File: src/shared/csm_pkg.sv
// Register map, field layout, types and slot decoding of the channel slot mapper.
package csm_pkg;

  // Register indices; the APB byte address is four times the index.
  localparam logic [9:0]  CSM_IDX_CHAN_TWO   = 10'h00C;
  localparam logic [9:0]  CSM_IDX_CHAN_THREE = 10'h00D;
  localparam logic [9:0]  CSM_IDX_CHAN_FOUR  = 10'h00E;
  localparam logic [9:0]  CSM_IDX_FRAME_CFG  = 10'h010;
  localparam logic [9:0]  CSM_IDX_STATUS     = 10'h011;

  // Values after reset.
  localparam logic [6:0]  CSM_RST_CHAN_TWO   = 7'h01;
  localparam logic [6:0]  CSM_RST_CHAN_THREE = 7'h02;
  localparam logic [6:0]  CSM_RST_CHAN_FOUR  = 7'h03;
  localparam logic [1:0]  CSM_RST_FORMAT     = 2'h0;

  // Field positions.
  localparam int unsigned CSM_LINE_SEL_BIT   = 6;
  localparam int unsigned CSM_STAT_UNDERRUN  = 0;
  localparam int unsigned CSM_STAT_LEVEL_LSB = 1;
  localparam int unsigned CSM_STAT_ACTIVE    = 7;

  // Serial framing counts: 32 bit clocks per slot, 32 slots per half frame.
  localparam int unsigned CSM_SAMPLE_W       = 32;
  localparam int unsigned CSM_FIFO_DEPTH     = 32;
  localparam logic [11:0] CSM_POS_FIRST      = 12'h000;
  localparam logic [11:0] CSM_POS_I2S_FIRST  = 12'hFFF;
  localparam logic [11:0] CSM_POS_LAST       = 12'h7FF;

  typedef enum logic [1:0] {
    CSM_FMT_TDM             = 2'b00,
    CSM_FMT_I2S             = 2'b01,
    CSM_FMT_LEFT_JUSTIFIED  = 2'b10
  } csm_fmt_t;

  typedef struct packed {
    logic       line_sel;
    logic [5:0] slot_idx;
  } csm_chan_cfg_t;

  typedef struct packed {
    logic [CSM_SAMPLE_W-1:0] chan_four;
    logic [CSM_SAMPLE_W-1:0] chan_three;
    logic [CSM_SAMPLE_W-1:0] chan_two;
  } csm_frame_t;

  // Format code 2'b11 is not defined and behaves as TDM.
  function automatic logic csm_is_tdm(input logic [1:0] fmt);
    return (fmt != CSM_FMT_I2S) && (fmt != CSM_FMT_LEFT_JUSTIFIED);
  endfunction

  // True when bit position pos of the current half lies in the slot chosen by idx.
  function automatic logic csm_slot_hit(input logic [5:0]  idx,
                                        input logic [11:0] pos,
                                        input logic [1:0]  fmt,
                                        input logic        half);
    logic hit;
    hit = 1'b0;
    if (!pos[11]) begin
      if (csm_is_tdm(fmt)) begin
        hit = (pos[10:5] == idx);
      end else begin
        hit = !pos[10] && (idx[5] == half) && (pos[9:5] == idx[4:0]);
      end
    end
    return hit;
  endfunction

endpackage

File: src/verilog/csm_slot_mapper.sv
// Slot mapper for output channels two to four of the audio serial port, with APB registers.
//
// Decided for this implementation: the APB register port.
`timescale 1ns/1ps
`default_nettype none
module csm_slot_mapper (
  input  wire logic                pclk,                // System clock, 200 MHz.
  input  wire logic                presetn,             // Asynchronous reset, active low.
  input  wire logic                psel,                // APB select.
  input  wire logic                penable,             // APB access phase.
  input  wire logic                pwrite,              // APB write.
  input  wire logic [11:0]         paddr,               // APB byte address.
  input  wire logic [31:0]         pwdata,              // APB write data.
  input  wire logic [3:0]          pstrb,               // APB byte strobes.
  output logic      [31:0]         prdata,              // APB read data.
  output logic                     pready,              // APB ready.
  output logic                     pslverr,             // APB error.
  input  wire logic                frame_valid,         // Sample frame offered.
  output logic                     frame_ready,         // FIFO can take a frame.
  input  wire csm_pkg::csm_frame_t frame_data,          // Samples of channels two to four.
  input  wire logic                bit_clock_pin,       // Serial bit clock from the host.
  input  wire logic                frame_sync_pin,      // Serial frame sync from the host.
  output logic                     primary_serial_out,  // Primary data line.
  output logic                     primary_serial_oe_n, // Primary line drive enable, low drives.
  output logic                     general_output_pin,  // Secondary data line.
  output logic                     general_output_oe_n  // Secondary line drive enable, low drives.
);

  import csm_pkg::*;

  typedef struct packed {
    csm_chan_cfg_t [2:0] chan;
    logic [1:0]          fmt;
    logic                underrun;
    logic                seen;
    logic [31:0]         rdata;
    logic [2:0]          bclk_sync;
    logic [2:0]          fsync_sync;
    logic                bclk_lvl;
    logic                fsync_lvl;
    logic                fs_prev;
    logic [11:0]         pos;
    logic                half;
    csm_frame_t          frame;
    logic                pri_out;
    logic                pri_oe_n;
    logic                sec_out;
    logic                sec_oe_n;
  } csm_state_t;

  csm_state_t       st_ff;
  csm_state_t       nxt_st;
  logic             fifo_valid;
  csm_frame_t       fifo_data;
  logic             fifo_pop;
  logic [5:0]       fifo_level;
  logic [9:0]       reg_idx;
  logic             reg_known;
  logic             apb_setup;
  logic             apb_access;
  logic             bclk_rise;
  logic             bclk_fall;
  logic             fs_now;
  logic             frame_start;
  logic [2:0]       hit;
  logic [2:0]       bit_val;

  ////////////////////////////////////////////////////////////////////////////////
  // Sample FIFO.

  csm_fifo #(
    .WIDTH ($bits(csm_frame_t)),
    .DEPTH (CSM_FIFO_DEPTH)
  ) u_fifo (
    .pclk      (pclk),
    .presetn   (presetn),
    .in_valid  (frame_valid),
    .in_ready  (frame_ready),
    .in_data   (frame_data),
    .out_valid (fifo_valid),
    .out_ready (fifo_pop),
    .out_data  (fifo_data),
    .level     (fifo_level)
  );

  ////////////////////////////////////////////////////////////////////////////////
  // Decoding shared by the update logic and the checks.

  assign reg_idx    = paddr[11:2];
  assign reg_known  = (paddr[1:0] == 2'h0) &&
                      ((reg_idx == CSM_IDX_CHAN_TWO) || (reg_idx == CSM_IDX_CHAN_THREE) ||
                       (reg_idx == CSM_IDX_CHAN_FOUR) || (reg_idx == CSM_IDX_FRAME_CFG) ||
                       (reg_idx == CSM_IDX_STATUS));
  assign apb_setup  = psel && !penable;
  assign apb_access = psel && penable;

  // A pin change counts once the second and third stages agree.
  assign bclk_rise  = (st_ff.bclk_sync[1] == st_ff.bclk_sync[2]) && st_ff.bclk_sync[2] && !st_ff.bclk_lvl;
  assign bclk_fall  = (st_ff.bclk_sync[1] == st_ff.bclk_sync[2]) && !st_ff.bclk_sync[2] && st_ff.bclk_lvl;
  assign fs_now     = (st_ff.fsync_sync[1] == st_ff.fsync_sync[2]) ? st_ff.fsync_sync[2] : st_ff.fsync_lvl;

  // TDM and left-justified frames open on the sync rising edge; I2S frames on the falling edge.
  always_comb begin
    frame_start = 1'b0;
    if (bclk_rise && (fs_now != st_ff.fs_prev)) begin
      if (csm_is_tdm(st_ff.fmt)) begin
        frame_start = fs_now;
      end else if (st_ff.fmt == CSM_FMT_I2S) begin
        frame_start = !fs_now;
      end else begin
        frame_start = fs_now;
      end
    end
  end

  assign fifo_pop = frame_start && fifo_valid;

  assign hit[0] = st_ff.seen && csm_slot_hit(st_ff.chan[0].slot_idx, st_ff.pos, st_ff.fmt, st_ff.half);
  assign hit[1] = st_ff.seen && csm_slot_hit(st_ff.chan[1].slot_idx, st_ff.pos, st_ff.fmt, st_ff.half);
  assign hit[2] = st_ff.seen && csm_slot_hit(st_ff.chan[2].slot_idx, st_ff.pos, st_ff.fmt, st_ff.half);

  // Samples go out MSB first, so the bit index is the inverted position in the slot.
  assign bit_val[0] = st_ff.frame.chan_two[~st_ff.pos[4:0]];
  assign bit_val[1] = st_ff.frame.chan_three[~st_ff.pos[4:0]];
  assign bit_val[2] = st_ff.frame.chan_four[~st_ff.pos[4:0]];

  ////////////////////////////////////////////////////////////////////////////////
  // Next state.

  always_comb begin
    logic [2:0] on_pri;
    logic [2:0] on_sec;
    logic       clr_underrun;
    on_pri       = '0;
    on_sec       = '0;
    clr_underrun = 1'b0;
    nxt_st       = st_ff;

    nxt_st.bclk_sync  = {st_ff.bclk_sync[1:0], bit_clock_pin};
    nxt_st.fsync_sync = {st_ff.fsync_sync[1:0], frame_sync_pin};
    if (st_ff.bclk_sync[1] == st_ff.bclk_sync[2]) begin
      nxt_st.bclk_lvl = st_ff.bclk_sync[2];
    end
    nxt_st.fsync_lvl = fs_now;

    // Register reads are captured in the setup phase and shown in the access phase.
    if (apb_setup) begin
      nxt_st.rdata = '0;
      case (reg_idx)
        CSM_IDX_CHAN_TWO: begin
          nxt_st.rdata[6:0] = st_ff.chan[0];
        end
        CSM_IDX_CHAN_THREE: begin
          nxt_st.rdata[6:0] = st_ff.chan[1];
        end
        CSM_IDX_CHAN_FOUR: begin
          nxt_st.rdata[6:0] = st_ff.chan[2];
        end
        CSM_IDX_FRAME_CFG: begin
          nxt_st.rdata[1:0] = st_ff.fmt;
        end
        CSM_IDX_STATUS: begin
          nxt_st.rdata[CSM_STAT_UNDERRUN]                  = st_ff.underrun;
          nxt_st.rdata[CSM_STAT_LEVEL_LSB +: 6]            = fifo_level;
          nxt_st.rdata[CSM_STAT_ACTIVE]                    = st_ff.seen;
        end
        default: begin
          nxt_st.rdata = '0;
        end
      endcase
      if (paddr[1:0] != 2'h0) begin
        nxt_st.rdata = '0;
      end
    end

    // Writes land at the completing access edge; bit 7 of a channel register is dropped.
    if (apb_access && pwrite && reg_known && pstrb[0]) begin
      case (reg_idx)
        CSM_IDX_CHAN_TWO: begin
          nxt_st.chan[0] = pwdata[6:0];
        end
        CSM_IDX_CHAN_THREE: begin
          nxt_st.chan[1] = pwdata[6:0];
        end
        CSM_IDX_CHAN_FOUR: begin
          nxt_st.chan[2] = pwdata[6:0];
        end
        CSM_IDX_FRAME_CFG: begin
          nxt_st.fmt = pwdata[1:0];
        end
        CSM_IDX_STATUS: begin
          clr_underrun = pwdata[CSM_STAT_UNDERRUN];
        end
        default: begin
          clr_underrun = 1'b0;
        end
      endcase
    end
    if (clr_underrun) begin
      nxt_st.underrun = 1'b0;
    end

    // Bit position follows the host's bit clock; the sync is sampled on its rising edge.
    if (bclk_rise) begin
      nxt_st.fs_prev = fs_now;
      if (fs_now != st_ff.fs_prev) begin
        if (csm_is_tdm(st_ff.fmt)) begin
          if (fs_now) begin
            nxt_st.pos  = CSM_POS_FIRST;
            nxt_st.half = 1'b0;
            nxt_st.seen = 1'b1;
          end else if (st_ff.pos != CSM_POS_LAST) begin
            nxt_st.pos = 12'(st_ff.pos + 12'h001);
          end
        end else if (st_ff.fmt == CSM_FMT_I2S) begin
          // I2S puts the MSB one bit clock after the sync edge; low sync is the left half.
          nxt_st.pos  = CSM_POS_I2S_FIRST;
          nxt_st.half = fs_now;
          nxt_st.seen = 1'b1;
        end else begin
          nxt_st.pos  = CSM_POS_FIRST;
          nxt_st.half = !fs_now;
          nxt_st.seen = 1'b1;
        end
      end else if (st_ff.pos != CSM_POS_LAST) begin
        nxt_st.pos = 12'(st_ff.pos + 12'h001);
      end
      if (frame_start) begin
        if (fifo_valid) begin
          nxt_st.frame = fifo_data;
        end else begin
          // An empty FIFO sends silence rather than repeating old samples.
          nxt_st.frame    = '0;
          nxt_st.underrun = 1'b1;
        end
      end
    end

    // Data changes on the falling edge so the host samples it stable on the rising edge.
    if (bclk_fall) begin
      for (int i = 0; i < 3; i++) begin
        on_pri[i] = hit[i] && !st_ff.chan[i].line_sel;
        on_sec[i] = hit[i] && st_ff.chan[i].line_sel;
      end
      nxt_st.pri_oe_n = !(|on_pri);
      nxt_st.sec_oe_n = !(|on_sec);
      nxt_st.pri_out  = |(on_pri & bit_val);
      nxt_st.sec_out  = |(on_sec & bit_val);
    end
  end

  always_ff @(posedge pclk or negedge presetn) begin
    if (!presetn) begin
      st_ff          <= '0;
      st_ff.chan[0]  <= CSM_RST_CHAN_TWO;
      st_ff.chan[1]  <= CSM_RST_CHAN_THREE;
      st_ff.chan[2]  <= CSM_RST_CHAN_FOUR;
      st_ff.fmt      <= CSM_RST_FORMAT;
      st_ff.pri_oe_n <= 1'b1;
      st_ff.sec_oe_n <= 1'b1;
    end else begin
      st_ff <= nxt_st;
    end
  end

  assign prdata              = st_ff.rdata;
  assign pready              = 1'b1;
  assign pslverr             = apb_access && !reg_known;
  assign primary_serial_out  = st_ff.pri_out;
  assign primary_serial_oe_n = st_ff.pri_oe_n;
  assign general_output_pin  = st_ff.sec_out;
  assign general_output_oe_n = st_ff.sec_oe_n;
endmodule
`default_nettype wire

File: src/verilog/csm_fifo.sv
// Frame FIFO that holds channel sample words between the user side and the serial side.
`timescale 1ns/1ps
`default_nettype none
module csm_fifo #(
  parameter int unsigned WIDTH = 96,
  parameter int unsigned DEPTH = 32
) (
  input  wire logic                       pclk,      // System clock.
  input  wire logic                       presetn,   // Asynchronous reset, active low.
  input  wire logic                       in_valid,  // Write word offered.
  output logic                            in_ready,  // Space for a word.
  input  wire logic [WIDTH-1:0]           in_data,   // Word to store.
  output logic                            out_valid, // Word available.
  input  wire logic                       out_ready, // Reader takes the word.
  output logic [WIDTH-1:0]                out_data,  // Oldest word.
  output logic [$clog2(DEPTH+1)-1:0]      level      // Words held.
);

  localparam int unsigned PTR_W = $clog2(DEPTH);
  localparam int unsigned CNT_W = $clog2(DEPTH+1);

  typedef struct packed {
    logic [PTR_W-1:0] wr_ptr;
    logic [PTR_W-1:0] rd_ptr;
    logic [CNT_W-1:0] count;
  } csm_fifo_state_t;

  csm_fifo_state_t  st_ff;
  csm_fifo_state_t  nxt_st;
  logic [WIDTH-1:0] mem [DEPTH];
  logic             push;
  logic             pop;

  assign in_ready  = (st_ff.count != CNT_W'(DEPTH));
  assign out_valid = (st_ff.count != '0);
  assign push      = in_valid && in_ready;
  assign pop       = out_valid && out_ready;
  assign out_data  = mem[st_ff.rd_ptr];
  assign level     = st_ff.count;

  always_comb begin
    nxt_st = st_ff;
    if (push) begin
      nxt_st.wr_ptr = (st_ff.wr_ptr == PTR_W'(DEPTH-1)) ? '0 : PTR_W'(st_ff.wr_ptr + 1'b1);
    end
    if (pop) begin
      nxt_st.rd_ptr = (st_ff.rd_ptr == PTR_W'(DEPTH-1)) ? '0 : PTR_W'(st_ff.rd_ptr + 1'b1);
    end
    if (push && !pop) begin
      nxt_st.count = CNT_W'(st_ff.count + 1'b1);
    end else if (pop && !push) begin
      nxt_st.count = CNT_W'(st_ff.count - 1'b1);
    end
  end

  always_ff @(posedge pclk or negedge presetn) begin
    if (!presetn) begin
      st_ff <= '0;
    end else begin
      st_ff <= nxt_st;
    end
  end

  // Storage needs no reset; only words counted as held are ever read.
  always_ff @(posedge pclk) begin
    if (push) begin
      mem[st_ff.wr_ptr] <= in_data;
    end
  end

endmodule
`default_nettype wire

File: config.mk
export PLATFORM = sky130hd
export DESIGN_NAME = csm_slot_mapper
export DESIGN_NICKNAME = d
export VERILOG_FILES = /design/src/shared/csm_pkg.sv /design/src/verilog/csm_slot_mapper.sv /design/src/verilog/csm_fifo.sv
export SDC_FILE = /design/constraint.sdc
export NUM_CORES = 2
export LEC_CHECK = 0
export BUFFER_PORTS_ARGS = -buffer_cell sky130_fd_sc_hd__clkbuf_2
export CORE_UTILIZATION = 59
export DETAILED_ROUTE_END_ITERATION = 8
export PLACE_DENSITY = 0.76
export SLEW_MARGIN = 40
export SYNTH_ARGS = -nofsm -noshare
export SYNTH_HDL_FRONTEND = slang
export SYNTH_SLANG_ARGS = --single-unit
File: constraint.sdc
create_clock -name pclk -period 19.7 [get_ports pclk]
set_input_delay 3.94 -clock pclk [delete_from_list [all_inputs] [get_ports pclk]]
set_output_delay 3.94 -clock pclk [all_outputs]
set_load 0.02 [all_outputs]
==> summary.txt <==
Clock tree
  – Clock sink total: 3243
  – CTS tree: built
  – Number of buffers inserted by hold repair at cts: 0
  – Clock transition at the registers of the reported paths: around 0.060 ns
  – Cts repair resizes: 0
  – Buffers inserted during post-CTS setup optimization: 0
  – CTS Buffer Depth: 4
  – Number of CTS-inserted buffers: 334
  – # H-tree levels: 5
  – Clock insertion delay at the later pin of the skew report: 0.94 ns
  – Buffer cell driving the clock tree root: sky130_fd_sc_hd__clkbuf_16

Power
  – Power after layout: 18.84 mW
  – Pwr Density: 134.7 mW/mm²
  – Peak ir drop on the vdd network: roughly 0.14 mV
  – Leakage power: 44.44 nW

Logic synthesis
  – Total of flip-flops plus latches after synthesis: 3243
  – Synth async-reset ratio: 5.273%
  – Average size of a mapped cell: between 20 and 25 µm²
  – Synth area leader: sky130_fd_sc_hd__edfxtp_1
  – Commonest register cell after synthesis: sky130_fd_sc_hd__edfxtp_1
  – Number of unique standard cell types used by synthesis: 63
  – Post-synth EDFFs: 3072
  – Cell area after technology mapping: approximately 0.12 mm²
  – Share of the synthesized area in the top cell type: 74.07%
  – Share of the yosys chip area belonging to registers: 77.51%
  – Synthesis Warnings: 0
  – Synth top area cells: sky130_fd_sc_hd__edfxtp_1 74%, sky130_fd_sc_hd__mux4_2 17%, sky130_fd_sc_hd__dfrtp_1 3.3%, sky130_fd_sc_hd__mux2i_1 1.1%, sky130_fd_sc_hd__o21ai_1 0.50%
  – Synthesized instance count: 5246

Critical path
  – R2R cell count: 8
  – Critical Path Fanout Max: 3
  – Worst Setup End Kind: output port
  – Data arrival time of the worst path: 5.46 ns
  – Nature of the critical path startpoint: primary input
  – Classification of the worst setup path: in -> out
  – Required time at the worst-slack endpoint: ~16 ns

STA
  – Number of hold violations in the final report: 0
  – RSZ-0062 raised after global routing: false
  – Fin crit share: 47.74%
  – Number of max-slew violations in the final report: 0
  – Slew at the pin with the worst max-slew slack: slightly above 0.9 ns
  – Clock period minus worst slack: 9.404 ns
  – Hold Worst Slack: 0.3612 ns
  – Final sum of negative setup slack: 0 ns
  – Max Clk Rate: 106.3 MHz
  – Max transition margin: 37.89%
  – Final clock skew: 0.06390 ns
  – Final setup violating endpoints: 0

Final layout
  – Filler Cell Count: 12.23k
  – FF/Latch Area: ~0.097 mm²
  – Layout cell share with drive strength beyond 1: 30.29%
  – Multi-input gate area: 0.02681 mm²
  – Number of nets in the layout: 5752
  – Area overhead of the layout relative to synthesis: 12.35%

Routing
  – Violation count after the first detailed-routing iteration: slightly below 9k
  – Vias after detailed routing: 60.60k
  – Avg Vias per Cell: 7.007
  – Drc violations: 0
  – WL final: 310400 µm
  – Final ANT Viol Nets: 0
  – Detailed-route wire length per cell: about 36 µm
  – First-pass iteration count of the detailed router: 7

GRT
  – Gr usage total: ~30%
  – Maximum number of pins on one net before global-route repair: 137
  – Total grt overflow: 0
  – Number of global-route vias before repair: ~62k
  – Number of antenna violations at the first check in global routing: 22
  – Wire length of the first global-routing pass: 442200 µm

Placement
  – Weighted congestion at the end of routability-driven global placement: 0.8088
  – Sum of net half-perimeters after detailed placement: between 100000 and 150000 µm
  – Buffers added on ports: ~140

Die
  – Core area: 0.2096 mm²
  – Num rows: between 150 and 200
  – Initial Utilization: 59.43%
  – # IOs: 191
  – Height of the chip: 461.5 µm
  – Die Span X: 461.5 µm
  – Die ar.: 0.2129 mm²

Outcome
  – Status: finished, final reports clean

Hold path
  – Cell depth of the worst min-delay path: 0
  – Path type of the worst min-delay path: reg -> reg

Job
  – Max_cap viols: 0
[final cells by class]
class                   instances  area share (%)
flip-flops and latches       3243           69.01
clock buffers                 418           6.333
clock inverters               169           1.235
diodes                         10         0.01788
repair buffers                290           1.706
multi-input cells            1699           19.16
inverters                      14         0.03756
well taps                    2805           2.508
[state kept, by name, summed over array words and instances (netlist names)]
register and cells:
primary_serial_oe_n 1, st_ff 139, prdata 8, primary_serial_out 1
general_output_oe_n 1, u_fifo.st_ff 10, general_output_pin 1, u_fifo.mem 3072
u_fifo.level 6, nxt_st 4
[stage by stage]
step	worst slack [ns]	std cells	util, %	instance area [µm²]
3_3_place_gp	10.29	8034	61.44	128800
6_report	10.30	8648	66.77	139900
2_1_floorplan	4.547	5269	-	124600
5_1_grt	10.09	8642	66.76	139900
4_1_cts	10.32	8634	66.70	139800
3_5_place_dp	10.32	8047	61.65	129200
[synth_stat cells, drive strengths merged (5+ instances only)]
library cell	n
mux2	28
dfstp	6
clkbuf	160
a22oi	30
mux2i	134
o21ai	131
and3	6
dfrtp	165
nand3	13
o41ai	5
mux4	967
xor2	6
buf	153
nor2	49
xnor2	18
nor4	8
nor2b	5
a31oi	5
inv	14
nand2	148
nand3b	5
a22o	14
a21oi	25
nor3	13
ha	17
edfxtp	3072
[path summary, 6_finish.rpt]
check                                start               to  slack [ns]
max                               paddr[9]          pslverr       10.30
min in group asynchronous          presetn  u_fifo.level[2]        2.99
max reg2reg                u_fifo.st_ff[6]        st_ff[45]       15.11
min                            nxt_st[120]      nxt_st[121]        0.36
min reg2reg                    nxt_st[120]      nxt_st[121]        0.36
max in group asynchronous          presetn  u_fifo.st_ff[6]       15.46
[critical path, cell delays in order]
cell and delay (ns):
sky130_fd_sc_hd__clkbuf_2 0.08, sky130_fd_sc_hd__or4_1 0.57, sky130_fd_sc_hd__nor4_1 0.38, sky130_fd_sc_hd__o21ai_1 0.13, sky130_fd_sc_hd__and3_1 0.21, sky130_fd_sc_hd__clkbuf_2 0.15
[cell families (layout without fill, tap and decap cells)]
| family | count (synthesis) | count (layout) | share of synthesized area [%] |
|---|---|---|---|
| XOR/XNOR | 24 | 24 | 0.1688 |
| other | 2 | 35 | 0.006030 |
| AND/OR/NAND/NOR | 275 | 275 | 0.9916 |
| flip-flops | 3243 | 3243 | 77.51 |
| multiplexers | 1129 | 1129 | 18.82 |
| AO/OA/AOI/OAI | 227 | 227 | 1.083 |
| buffers and inverters | 327 | 891 | 1.232 |
| adder cells (fa/ha/maj) | 19 | 19 | 0.1949 |
[placed cells by master, fill, tap and decap left out, drive strengths merged, types with 3 or more instances in the layout]
master	n
edfxtp	3072
mux4	967
clkbuf	554
dfrtp	165
buf	154
nand2	148
mux2i	134
o21ai	131
clkinv	111
nor2	49
bufinv	34
a22oi	30
mux2	28
conb	25
a21oi	25
inv	21
xnor2	18
ha	17
clkinvlp	17
a22o	14
nand3	13
nor3	13
diode	10
nor4	8
and3	6
xor2	6
dfstp	6
nor2b	5
nand3b	5
a31oi	5
o41ai	5
or4	4
nand4	4
or3	3
nand2b	3
nor4b	3
[metal layers]
metal	track usage (%)	vias up	wire length (µm)
met4	10.28	26	10890
met3	6.320	781	36770
met2	47.04	4568	151500
met1	41.19	32205	110900
met5	0	-	359
li1	-	23020	-
[report_power, final]
| part | switching [mW] | leakage, nW | internal (mW) |
|---|---|---|---|
| registers | 0.245 | 29.8 | 8.00 |
| clock network | 2.58 | 5.13 | 3.63 |
| logic | 2.28 | 9.49 | 2.10 |
Note: power is estimated with default switching activity, not from simulation.
